<file path="src/rtl/fault_blank_pkg.sv">
// package: register map, field positions and types for the fault/blanking/chop block
package fault_blank_pkg;

  // ----------------------------------------------------------------
  // register offsets (word addresses on the plain register port)
  // ----------------------------------------------------------------
  localparam logic [3:0] FCL_CTRL_OFS   = 4'h0;
  localparam logic [3:0] BLANK_TRIG_OFS = 4'h1;
  localparam logic [3:0] BLANK_DLY_OFS  = 4'h2;
  localparam logic [3:0] BLANK_CHOP_OFS = 4'h3;
  localparam logic [3:0] OVR_CTRL_OFS   = 4'h4;
  localparam logic [3:0] STATUS_OFS     = 4'h5;

  // ----------------------------------------------------------------
  // reset values and write masks
  // ----------------------------------------------------------------
  localparam logic [15:0] REG_RESET       = 16'h0000;
  localparam logic [15:0] FCL_CTRL_MASK   = 16'hFFFF;
  localparam logic [15:0] BLANK_TRIG_MASK = 16'hFC3F;
  localparam logic [15:0] BLANK_DLY_MASK  = 16'h0FFF;
  localparam logic [15:0] BLANK_CHOP_MASK = 16'h0F3F;
  localparam logic [15:0] OVR_CTRL_MASK   = 16'h0007;

  // ----------------------------------------------------------------
  // field positions
  // ----------------------------------------------------------------
  localparam int INDEP_BIT      = 15;
  localparam int CL_SRC_LSB     = 10;
  localparam int CL_POL_BIT     = 9;
  localparam int CL_MODE_BIT    = 8;
  localparam int FLT_SRC_LSB    = 3;
  localparam int FLT_POL_BIT    = 2;
  localparam int FLT_MODE_LSB   = 0;
  localparam int HR_TRIG_BIT    = 15;
  localparam int HF_TRIG_BIT    = 14;
  localparam int LR_TRIG_BIT    = 13;
  localparam int LF_TRIG_BIT    = 12;
  localparam int FLT_LEB_BIT    = 11;
  localparam int CL_LEB_BIT     = 10;
  localparam int SIG_HI_BIT     = 5;
  localparam int SIG_LO_BIT     = 4;
  localparam int HH_BIT         = 3;
  localparam int HL_BIT         = 2;
  localparam int LH_BIT         = 1;
  localparam int LL_BIT         = 0;
  localparam int BLANK_SEL_LSB  = 8;
  localparam int CHOP_SEL_LSB   = 2;
  localparam int CHOP_H_BIT     = 1;
  localparam int CHOP_L_BIT     = 0;
  localparam int OVR_EN_BIT     = 0;
  localparam int FDAT_LSB       = 1;

  // ----------------------------------------------------------------
  // encodings
  // ----------------------------------------------------------------
  localparam logic [4:0]  SRC_FAULT_LAST = 5'h06;
  localparam logic [4:0]  SRC_CMP_FIRST  = 5'h08;
  localparam logic [4:0]  SRC_CMP_LAST   = 5'h0A;
  localparam logic [1:0]  MODE_LATCHED   = 2'h0;
  localparam logic [1:0]  MODE_CYCLE     = 2'h1;
  localparam logic [1:0]  MODE_OFF       = 2'h3;
  localparam logic [3:0]  GEN_SEL_LAST   = 4'h7;
  localparam int          DLY_W          = 12;

  // output pin pair and external signal bundles
  typedef struct packed {
    logic hi;
    logic lo;
  } pin_pair_t;

  typedef struct packed {
    logic [6:0] fault_pins;
    logic [2:0] comparators;
    logic [6:0] gen_high;
    logic       chop_clock;
  } ext_in_t;

  typedef struct packed {
    logic [15:0] addr;
    logic [15:0] wdata;
    logic        wr;
    logic        rd;
  } reg_req_t;

endpackage : fault_blank_pkg

</file>
<file path="src/rtl/fault_blank_chop.sv">
// one generator's fault, current-limit, blanking and chop conditioning
// ----------------------------------------------------------------
// Notes on behaviour
// - fault selector: codes 0-6 pick fault pins 1-7, 8-10 comparators 1-3.
// - polarity bit set means the selected fault source is active low.
// - mode 00: active fault forces both pins to override values, latched.
// - mode 01: active fault forces both pins cycle by cycle, no latch.
// - mode 11 disables fault input; mode 10 reserved, treated as disabled.
// - four enables let each edge of high and low output start blanking.
// - separate enables apply blanking to fault and to current-limit inputs.
// - 12-bit blanking delay shared by both inputs; upper bits read zero.
// - four enables mask inputs by high/low level of each output.
// - two enables mask inputs while selected blank signal is high or low.
// - blank source: 0 none, 1-7 high output of generators 1-7.
// - chop source: 0 internal chop clock, 1-7 generator high outputs.
// - chop enable set: selected source alternately gates that output.
// - independent mode: limit forces high pin, fault forces low pin.
// ----------------------------------------------------------------
//
// The plain strobed port and the register offsets were decided locally.
`timescale 1ns/1ps
module fault_blank_chop
  import fault_blank_pkg::*;
(
  input  wire logic                       clock_i,     // 250 MHz module clock
  input  wire logic                       rst_b_i,     // async reset, active low
  input  wire fault_blank_pkg::reg_req_t  req_i,       // register port request
  output logic [15:0]                     rdata_o,     // read data, cycle after rd
  input  wire fault_blank_pkg::ext_in_t   ext_i,       // fault pins, comparators, gens
  input  wire fault_blank_pkg::pin_pair_t gen_i,       // raw generator outputs
  input  wire logic                       cycle_start_i, // pwm period start pulse
  output fault_blank_pkg::pin_pair_t      pins_o,      // conditioned power-stage outputs
  output logic                            fault_o,     // fault override in force
  output logic                            limit_o      // current limit in force
);

  // ----------------------------------------------------------------
  // state
  // ----------------------------------------------------------------
  typedef struct packed {
    logic [1:0]  rst_sync;
    logic [15:0] fcl;
    logic [15:0] trig;
    logic [15:0] dly;
    logic [15:0] aux;
    logic [15:0] ovr;
    logic [15:0] rdata;
    logic        flt_latch;
    logic        flt_cycle;
    logic        cl_cycle;
    pin_pair_t   pins;
  } top_state_t;

  top_state_t s_q;
  top_state_t s_d;
  logic       rst_b;
  logic       leb_active;
  logic       flt_raw;
  logic       cl_raw;
  logic       state_blank;
  logic       flt_act;
  logic       cl_act;
  logic       blank_sig;
  logic       chop_sig;
  logic [1:0] fdat;

  assign rst_b = s_q.rst_sync[1];

  // ----------------------------------------------------------------
  // helpers
  // ----------------------------------------------------------------
  // source decode, reserved codes read 0, which is active when the polarity bit is set
  function automatic logic pick_source(input logic [4:0] code, input ext_in_t e);
    logic v;
    v = 1'b0;
    if (code <= SRC_FAULT_LAST) begin
      v = e.fault_pins[code[2:0]];
    end else if (code >= SRC_CMP_FIRST && code <= SRC_CMP_LAST) begin
      v = e.comparators[2'(code - SRC_CMP_FIRST)];
    end
    return v;
  endfunction : pick_source

  // generator 1..7 high output, code 0 yields the fallback
  function automatic logic pick_gen(input logic [3:0] code, input ext_in_t e,
                                    input logic zero_val);
    logic v;
    v = 1'b0;
    if (code == 4'h0) begin
      v = zero_val;
    end else if (code <= GEN_SEL_LAST) begin
      v = e.gen_high[3'(code - 4'h1)];
    end
    return v;
  endfunction : pick_gen

  function automatic logic [15:0] merge(input logic [15:0] old_v, input logic [15:0] new_v,
                                        input logic [15:0] mask);
    return (old_v & ~mask) | (new_v & mask);
  endfunction : merge

  // ----------------------------------------------------------------
  // blanking timer
  // ----------------------------------------------------------------
  blank_timer u_blank_timer (
    .clock_i   (clock_i),
    .rst_b_i   (rst_b),
    .pins_i    (gen_i),
    .trig_en_i (s_q.trig[HR_TRIG_BIT:LF_TRIG_BIT]),
    .delay_i   (s_q.dly[DLY_W-1:0]),
    .active_o  (leb_active)
  );

  // ----------------------------------------------------------------
  // input conditioning
  // ----------------------------------------------------------------
  always_comb begin
    // state blank source select, code 0 means none
    blank_sig = pick_gen(s_q.aux[BLANK_SEL_LSB +: 4], ext_i, 1'b0);
    chop_sig  = pick_gen(s_q.aux[CHOP_SEL_LSB +: 4], ext_i, ext_i.chop_clock);
    flt_raw = pick_source(s_q.fcl[FLT_SRC_LSB +: 5], ext_i) ^ s_q.fcl[FLT_POL_BIT];
    cl_raw  = pick_source(s_q.fcl[CL_SRC_LSB +: 5], ext_i) ^ s_q.fcl[CL_POL_BIT];
    state_blank = (s_q.trig[HH_BIT] &  gen_i.hi) | (s_q.trig[HL_BIT] & ~gen_i.hi) |
                  (s_q.trig[LH_BIT] &  gen_i.lo) | (s_q.trig[LL_BIT] & ~gen_i.lo);
    if (s_q.aux[BLANK_SEL_LSB +: 4] != 4'h0) begin
      state_blank = state_blank | (s_q.trig[SIG_HI_BIT] & blank_sig) |
                    (s_q.trig[SIG_LO_BIT] & ~blank_sig);
    end
    flt_act = flt_raw & ~state_blank & ~(s_q.trig[FLT_LEB_BIT] & leb_active);
    cl_act  = cl_raw  & ~state_blank & ~(s_q.trig[CL_LEB_BIT] & leb_active);
  end

  assign fdat = s_q.ovr[FDAT_LSB +: 2];

  // ----------------------------------------------------------------
  // registers, fault state and outputs
  // ----------------------------------------------------------------
  always_comb begin
    s_d          = s_q;
    s_d.rst_sync = {s_q.rst_sync[0], 1'b1};
    s_d.rdata    = '0;

    // register writes; masks keep unimplemented bits at zero
    if (req_i.wr && req_i.addr[15:4] == 12'h000) begin
      unique case (req_i.addr[3:0])
        FCL_CTRL_OFS:   s_d.fcl  = merge(s_q.fcl, req_i.wdata, FCL_CTRL_MASK);
        BLANK_TRIG_OFS: s_d.trig = merge(s_q.trig, req_i.wdata, BLANK_TRIG_MASK);
        BLANK_DLY_OFS:  s_d.dly  = merge(s_q.dly, req_i.wdata, BLANK_DLY_MASK);
        BLANK_CHOP_OFS: s_d.aux  = merge(s_q.aux, req_i.wdata, BLANK_CHOP_MASK);
        OVR_CTRL_OFS:   s_d.ovr  = merge(s_q.ovr, req_i.wdata, OVR_CTRL_MASK);
        default: ;
      endcase
    end

    if (req_i.rd) begin
      if (req_i.addr[15:4] == 12'h000) begin
        unique case (req_i.addr[3:0])
          FCL_CTRL_OFS:   s_d.rdata = s_q.fcl;
          BLANK_TRIG_OFS: s_d.rdata = s_q.trig;
          BLANK_DLY_OFS:  s_d.rdata = s_q.dly;
          BLANK_CHOP_OFS: s_d.rdata = s_q.aux;
          OVR_CTRL_OFS:   s_d.rdata = s_q.ovr;
          STATUS_OFS:     s_d.rdata = {12'h000, leb_active, s_q.cl_cycle,
                                       s_q.flt_cycle, s_q.flt_latch};
          default:        s_d.rdata = '0;
        endcase
      end
    end

    // fault response; mode only acts while the override is enabled
    unique case (s_q.fcl[FLT_MODE_LSB +: 2])
      // latched until cleared by mode change or disabled block
      MODE_LATCHED: begin
        s_d.flt_cycle = 1'b0;
        if (flt_act) begin
          s_d.flt_latch = 1'b1;
        end
      end
      // held to end of the pwm cycle, then re-evaluated
      MODE_CYCLE: begin
        s_d.flt_latch = 1'b0;
        if (flt_act) begin
          s_d.flt_cycle = 1'b1;
        end else if (cycle_start_i) begin
          s_d.flt_cycle = 1'b0;
        end
      end
      // disabled and reserved codes ignore the input
      default: begin
        s_d.flt_latch = 1'b0;
        s_d.flt_cycle = 1'b0;
      end
    endcase
    // a cleared override enable clears both fault states, winning over any set
    if (!s_q.ovr[OVR_EN_BIT]) begin
      s_d.flt_latch = 1'b0;
      s_d.flt_cycle = 1'b0;
    end

    // current limit is cycle by cycle when its mode bit is set
    if (s_q.fcl[CL_MODE_BIT] && s_q.ovr[OVR_EN_BIT] && cl_act) begin
      s_d.cl_cycle = 1'b1;
    end else if (cycle_start_i || !s_q.fcl[CL_MODE_BIT]) begin
      s_d.cl_cycle = 1'b0;
    end

    // chop gating ahead of fault overrides
    s_d.pins.hi = gen_i.hi & (~s_q.aux[CHOP_H_BIT] | chop_sig);
    s_d.pins.lo = gen_i.lo & (~s_q.aux[CHOP_L_BIT] | chop_sig);

    if (s_q.fcl[INDEP_BIT]) begin
      // limit drives high pin, fault drives low pin
      if (s_d.cl_cycle) begin
        s_d.pins.hi = fdat[1];
      end
      if (s_d.flt_latch || s_d.flt_cycle) begin
        s_d.pins.lo = fdat[0];
      end
    end else if (s_d.flt_latch || s_d.flt_cycle) begin
      s_d.pins.hi = fdat[1];
      s_d.pins.lo = fdat[0];
    end

    // hold everything clear until the reset copy has let go
    if (!s_q.rst_sync[1]) begin
      s_d          = '0;
      s_d.rst_sync = {s_q.rst_sync[0], 1'b1};
    end
  end

  always_ff @(posedge clock_i or negedge rst_b_i) begin
    if (!rst_b_i) begin
      s_q <= '0;
    end else begin
      s_q <= s_d;
    end
  end

  assign rdata_o = s_q.rdata;
  assign pins_o  = s_q.pins;
  assign fault_o = s_q.flt_latch | s_q.flt_cycle;
  assign limit_o = s_q.cl_cycle;

endmodule : fault_blank_chop

</file>
<file path="src/rtl/blank_timer.sv">
// leading-edge blanking timer: edge detection and 12-bit delay counter
`timescale 1ns/1ps
module blank_timer
  import fault_blank_pkg::*;
(
  input  wire logic                 clock_i,    // module clock
  input  wire logic                 rst_b_i,    // synchronised reset, active low
  input  wire fault_blank_pkg::pin_pair_t pins_i, // generator outputs before override
  input  wire logic [3:0]           trig_en_i,  // hr, hf, lr, lf enables
  input  wire logic [DLY_W-1:0]     delay_i,    // blanking length in cycles
  output logic                      active_o    // blanking window open
);

  typedef struct packed {
    pin_pair_t        prev;
    logic [DLY_W-1:0] count;
    logic             run;
  } timer_state_t;

  timer_state_t s_q;
  timer_state_t s_d;
  logic         trig;

  assign trig = (trig_en_i[3] &  pins_i.hi & ~s_q.prev.hi) |
                (trig_en_i[2] & ~pins_i.hi &  s_q.prev.hi) |
                (trig_en_i[1] &  pins_i.lo & ~s_q.prev.lo) |
                (trig_en_i[0] & ~pins_i.lo &  s_q.prev.lo);

  always_comb begin
    s_d      = s_q;
    s_d.prev = pins_i;
    if (trig) begin
      s_d.count = '0;
      s_d.run   = (delay_i != '0);
    end else if (s_q.run) begin
      s_d.count = s_q.count + 1'b1;
      if (s_d.count >= delay_i) begin
        s_d.run = 1'b0;
      end
    end
  end

  always_ff @(posedge clock_i or negedge rst_b_i) begin
    if (!rst_b_i) begin
      s_q <= '0;
    end else begin
      s_q <= s_d;
    end
  end

  // window covers the trigger cycle too, so the edge itself is masked
  assign active_o = s_q.run | (trig & (delay_i != '0));

endmodule : blank_timer

</file>
<file path="config.mk">
export PLATFORM = sky130hd
export DESIGN_NAME = fault_blank_chop
export DESIGN_NICKNAME = d
export VERILOG_FILES = /design/src/rtl/fault_blank_pkg.sv /design/src/rtl/fault_blank_chop.sv /design/src/rtl/blank_timer.sv
export SDC_FILE = /design/constraint.sdc
export NUM_CORES = 1
export LEC_CHECK = 0
export BUFFER_PORTS_ARGS = -buffer_cell sky130_fd_sc_hd__buf_2
export CORE_MARGIN = 1
export CORE_UTILIZATION = 44
export CTS_BUF_LIST = sky130_fd_sc_hd__clkbuf_16
export CTS_CLUSTER_SIZE = 8
export DETAILED_ROUTE_END_ITERATION = 8
export HOLD_SLACK_MARGIN = 0.12
export MAX_ROUTING_LAYER = met4
export PLACE_DENSITY = 0.74
export SYNTH_ARGS = -nofsm -noshare
export SYNTH_HDL_FRONTEND = slang
export SYNTH_HIERARCHICAL = 1
export SYNTH_SLANG_ARGS = --single-unit
</file>
<file path="constraint.sdc">
create_clock -name clock_i -period 1.2 [get_ports clock_i]
set_clock_uncertainty 0.2 [all_clocks]
set_input_delay 0.06 -clock clock_i [delete_from_list [all_inputs] [get_ports clock_i]]
set_output_delay 0.06 -clock clock_i [all_outputs]
set_load 0.005 [all_outputs]
</file>
Yosys cells after proc, flatten, opt, wreduce, memory -nomap -nowiden --
Index checks and enable logic that the tools add are counted.
Storage, ports and cells: logic and storage cells 165, input bits 57, register bits after elaboration 118, memories kept 0, bits in read-only memories 0, RAM bits 0, bits in latches 0, output and inout port bits 20
Operators by class: mux-type cells 45, div/mod/pow operators 0, bitwise operators 51, magnitude comparators 15, shift operators 0, reductions and logical operators 21, add/sub/neg operators 5, eq/ne operators 12, $mul 0
Operators with widths (number):
- $mux W16 | 7
- $mux W101 | 1
- $pmux W16 S6 | 1
- $mux W80 | 1
- $or A16 B12 Y16 | 2
- $mux W13 | 2
- $and A1 B1 Y1 | 23
- $mux W1 | 23
- $lt A3 B4 Y1 const B | 4
- $or A10 B16 Y16 | 1
- $or A16 B3 Y16 | 1
- $add A12 B1 Y12 const B | 1
- $bmux W1 S3 | 4
- $ge A12 B12 Y1 | 1
- $logic_not A12 Y1 | 1
- $logic_not A4 Y1 | 3
- $ne A2 B1 Y1 const B | 6
- $or A1 B1 Y1 | 12
- $reduce_bool A12 Y1 | 1
- $ge A5 B4 Y1 const B | 2
- $le A5 B3 Y1 const B | 2
- $le A5 B4 Y1 const B | 2
- $not A1 Y1 | 10
- $reduce_and A2 Y1 | 5
- 18 further kinds | 33

Longest topological paths before layout --
depth after elaboration 19, gate-level depth with buffers 10, gate-level depth less buffers 10

Modules after synthesis --
Netlist, hierarchy kept.
By module, submodules not included:
- fault_blank_chop | instances 1, sequential area each 1901.8 sq um, area an instance 4151.5 sq um, cells an instance 411
- blank_timer | instances 1, sequential area each 375.4 sq um, area an instance 1181.1 sq um, cells an instance 135

Least setup slack after synthesis --
OpenSTA, ideal clock, no wires.
path type reg2reg, start register u_blank_timer/s_q[1] (netlist bit), end register u_blank_timer/s_q[0] (netlist bit), data arrival time 2438 ps, data required time 878 ps, library setup time 122 ps, clock period less this slack 2759 ps, cell stages (with the launch flop) 11, slack -1559 ps, path buffers 0, cells stage by stage dfrtp_1 -> ha_1 -> nand3_4 -> nor3_1 -> and3_1 -> xor2_1 -> ha_1 -> and4_1 -> o21ai_0 -> or4_1 -> a32o_1
RTL lines:
- from (decl) | RTL line blank_timer.sv:20 | timer_state_t s_q;
- from (signal assigned) | RTL line blank_timer.sv:45 | s_q <= '0;
- from (signal assigned) | RTL line blank_timer.sv:47 | s_q <= s_d;

==> results by group <==
Run status
  – Status: complete, but fails checks
  – Failing checks: DRC, setup timing

Placed design
  – Worst slack at placement: -1.449 ns
  – IO buf count: 76
  – HPWL Detailed: 11680 µm
  – Global placer's final weighted congestion: 0.9218

Floorplan
  – Std-Cell Rows: 39
  – Core ar.: 11610 µm²
  – Starting Density: 45.92%
  – I/O pins: 77
  – Die Span Y: 112.1 µm
  – Die extent in x: 112.1 µm
  – Area of the die: 12560 µm²

Setup path
  – CP Capture Type: flop
  – WP buf/inv: 2
  – Critical path class: reg2reg
  – CP delay by family, top: compound AO/OA/AOI/OAI gates
  – Crit start category: flop
  – Required @ worst endpoint: 1.26 ns
  – Arr. time, crit path: 2.78 ns
  – Crit-path max FO: 4
  – Slowest cell on the critical path: dfrtp_1
  – CP peak stage delay: 0.42 ns
  – CP cell instances: inv_2 > ha_4 > mux4_2 > o211ai_2 > mux2_4 > a2111oi_4 > buf_4 > o211ai_1 > a21boi_1

Synthesis
  – Syn Nets: 618
  – Simple-Gate Fraction of Synth Area: 20.46%
  – Mux cell area share after synthesis: 11.47%
  – #FFs+latches synth: 91
  – Ys async rst share: 100.0%
  – XOR/XNOR Fraction of Synth Area: 3.613%
  – Register area share after synthesis: 42.70%
  – Netlist cell types: 56
  – Avg Cell Area, Syn: 9.767 µm²
  – Yosys warning count: 6
  – Number of synthesized flops with an enable pin: 0
  – Synth Area in Compound Gates: 12.08%
  – Ys flop type: dfrtp_1
  – Adder-Cell Fraction of Synth Area: 3.519%
  – Largest family of logic cells by synthesized area: simple AND/OR/NAND/NOR gates
  – Mapped Area: 5333 µm²
  – Gate Count Post-Synth: 546

Clocking
  – Clock slew seen by the registers of the worst setup and hold paths: 0.07 ns
  – Root buffer cell: clkbuf_16
  – CTS Buf Count: 9
  – Total clock sinks: 91
  – CTS tree: built
  – Clk_lat worst skew: 0.35 ns
  – CTS H-tree depth: 3
  – Clock Path Buffers: 2

Detailed routing
  – Vias per cell: 5.898
  – Total Wirelength: 19400 µm
  – Wire per inst: 21.18 µm
  – Drc violations: 4
  – Vias: 5403
  – Initial detailed-routing violation count: 503
  – Antenna-violating nets left: 0
  – TritonRoute pass-1 iters: 9

Power and ir drop
  – Worst vdd ir: 0.0005814 V
  – PD cells: 800.2 nW/µm²
  – Total Power: 0.006624 W
  – P_leak: 3.654 nW

Timing
  – Final setup viols: 110
  – Max_slew headroom: 61.78%
  – Unrepaired setup endpoints after global routing: yes
  – Final hold viol count: 0
  – Final Worst Setup Slack: -1.524 ns
  – Post-route minimum period: 2.724 ns
  – Hold WS: 0.02232 ns
  – Final Slew Violations: 0
  – Measured slew at the worst slew-check pin: 0.5733 ns
  – Setup_tns: -27.15 ns
  – Fmax: 367.2 MHz
  – Tcrit/Tclk final: 227.0%

Cells and area
  – Layout cell share with drive strength beyond 1: 45.92%
  – FF+latch area: 2282 µm²
  – # diodes: 0
  – # fillers: 766
  – Multi-input logic area: 3276 µm²
  – Area Growth Syn to Fin: 55.23%
  – Nets: 840

Job
  – Max Cap Viol: 0

GRT
  – Total congestion overflow: 0
  – Initial antenna violation count: 0
  – Vias in the first global route: 5331
  – GRT Total Usage: 29.42%
  – Largest net degree at the start of global routing: 63
  – First-pass GRT wire length: 27660 µm

Hold path
  – Hold WC Path Type: in2reg
## report_power, final
group	switching [W]	internal (W)	total, W
logic	0.000438	0.000441	0.000879
clock network	0.00123	0.00138	0.00261
registers	0.0000320	0.00310	0.00313
total	0.00170	0.00492	0.00662
## through the flow
step | utilization, % | cells | area [µm²]
2_1_floorplan | - | 546 | 5542
6_report | 71.28 | 916 | 8278
3_3_place_gp | 58.46 | 847 | 6789
3_5_place_dp | 58.46 | 847 | 6789
4_1_cts | 67.13 | 898 | 7796
5_1_grt | 71.28 | 916 | 8278
## cells in the final DEF, fill, tap and decap left out, types with 4 or more instances in the layout
| cell | Yosys | final |
|---|---|---|
| dlygate4sd3_1 | 0 | 21 |
| a222oi_1 | 9 | 9 |
| o211ai_1 | 4 | 4 |
| nor2_4 | 0 | 8 |
| and3_4 | 0 | 4 |
| a21oi_2 | 0 | 7 |
| mux2i_1 | 48 | 46 |
| a22oi_1 | 6 | 6 |
| dfrtp_2 | 0 | 4 |
| ha_1 | 15 | 13 |
| nand3b_1 | 5 | 5 |
| nor4_2 | 0 | 4 |
| nor3_4 | 0 | 4 |
| o21ai_0 | 9 | 8 |
| nor2b_1 | 44 | 42 |
| buf_4 | 19 | 110 |
| buf_2 | 6 | 67 |
| a21boi_1 | 0 | 15 |
| dfrtp_1 | 91 | 87 |
| nand2_1 | 63 | 41 |
| clkbuf_16 | 0 | 14 |
| nor2_1 | 36 | 18 |
| inv_1 | 20 | 20 |
| xor2_1 | 10 | 10 |
| buf_6 | 0 | 37 |
| nand3_1 | 10 | 9 |
| buf_8 | 0 | 5 |
| a21oi_1 | 19 | 12 |
| nand2_2 | 0 | 17 |
| nand2_4 | 0 | 4 |
| buf_12 | 0 | 7 |
| xnor2_1 | 12 | 12 |
| nor2_2 | 0 | 10 |
| nor4_4 | 0 | 7 |
| nor3_2 | 0 | 4 |
| nand2b_1 | 7 | 6 |
## sequential cells by signal, indices dropped and copies added, names as in the netlist
register / cells
rst_b: 1
fdat: 2
rdata_o: 16
limit_o: 1
s_q: 54
pins_o: 2
u_blank_timer/s_q: 15
## cells by family after synthesis
| group | after synthesis |
|---|---|
| adders and majority gates | 15 |
| DFF | 91 |
| xor gates and xnor gates | 22 |
| muxes | 56 |
| buffers and inverters | 65 |
| other | 1 |
| AOI/OAI and AO/OA | 87 |
| and+or+nand+nor | 209 |
## cell usage after synthesis (4+ instances only)
master / count / area [µm²]
a21boi_0: 17 / 127.6
a21oi_1: 19 / 95.09
a222oi_1: 9 / 90.09
a22oi_1: 6 / 45.04
and3_1: 5 / 31.28
buf_2: 6 / 30.03
buf_4: 19 / 142.6
clkbuf_1: 18 / 67.56
dfrtp_1: 91 / 2277
ha_1: 15 / 187.7
inv_1: 20 / 75.07
mux2_2: 4 / 45.04
mux2i_1: 48 / 480.5
nand2_1: 63 / 236.5
nand2b_1: 7 / 43.79
nand3_1: 10 / 50.05
nand3b_1: 5 / 37.54
nor2_1: 36 / 135.1
nor2b_1: 44 / 275.3
nor3_1: 8 / 40.04
nor4_1: 11 / 68.82
o211ai_1: 4 / 30.03
o21ai_0: 9 / 45.04
xnor2_1: 12 / 105.1
xor2_1: 10 / 87.58
## final cells by class
cell class	instances	share of cell area, %
multi-input combinational	391	39.57
sequential	91	27.57
timing repair buffer	255	26.53
clock buffer	9	2.721
tap	143	2.161
inverter	20	0.9825
clock inverter	7	0.4686
## per-layer routing
layer | wire length, µm | GRT usage [%] | up-vias
li1 | - | - | 2356
met1 | 7602 | 36.99 | 2632
met2 | 9355 | 47.83 | 332
met3 | 1619 | 4.266 | 83
met4 | 820 | 12.18 | 0
met5 | 0 | - | -
## worst min-delay path, cell delays in order
cell and delay [ns]:
buf_2 0.10, nand3b_1 0.08, a21oi_2 0.06, nand2_4 0.16
a21oi_2 0.06
## repair_timing
item / CTS / global route
cloned: 2 / 6
endpoints found under the hold margin: 142 / 27
pin swaps: 40 / 34
setup endpoints to repair: 89 / 164
gates resized for setup: 98 / 64
hold buffers: 22 / 1
buffers inserted: 13 / 15
## path summary, 6_finish.rpt
| check | from | cells after the start | to | slack (ns) |
|---|---|---|---|---|
| worst max-delay path | s_q[45]$_DFFE_PN0P_ | 9 | pins_o[0]$_DFF_PN0_ | -1.52 |
| worst min-delay path | req_i[0] | 5 | rdata_o[5]$_DFF_PN0_ | 0.02 |
| worst max register to register | s_q[45]$_DFFE_PN0P_ | 9 | pins_o[0]$_DFF_PN0_ | -1.52 |
| worst min register to register | s_q[101]$_DFF_PN0_ | 0 | rst_b$_DFF_PN0_ | 0.15 |
| max in group asynchronous | rst_b_i | 4 | rdata_o[7]$_DFF_PN0_ | -0.07 |
| min in group asynchronous | rst_b_i | 3 | fdat[0]$_DFFE_PN0P_ | 0.05 |
Note: power is estimated with default switching activity, not from simulation.
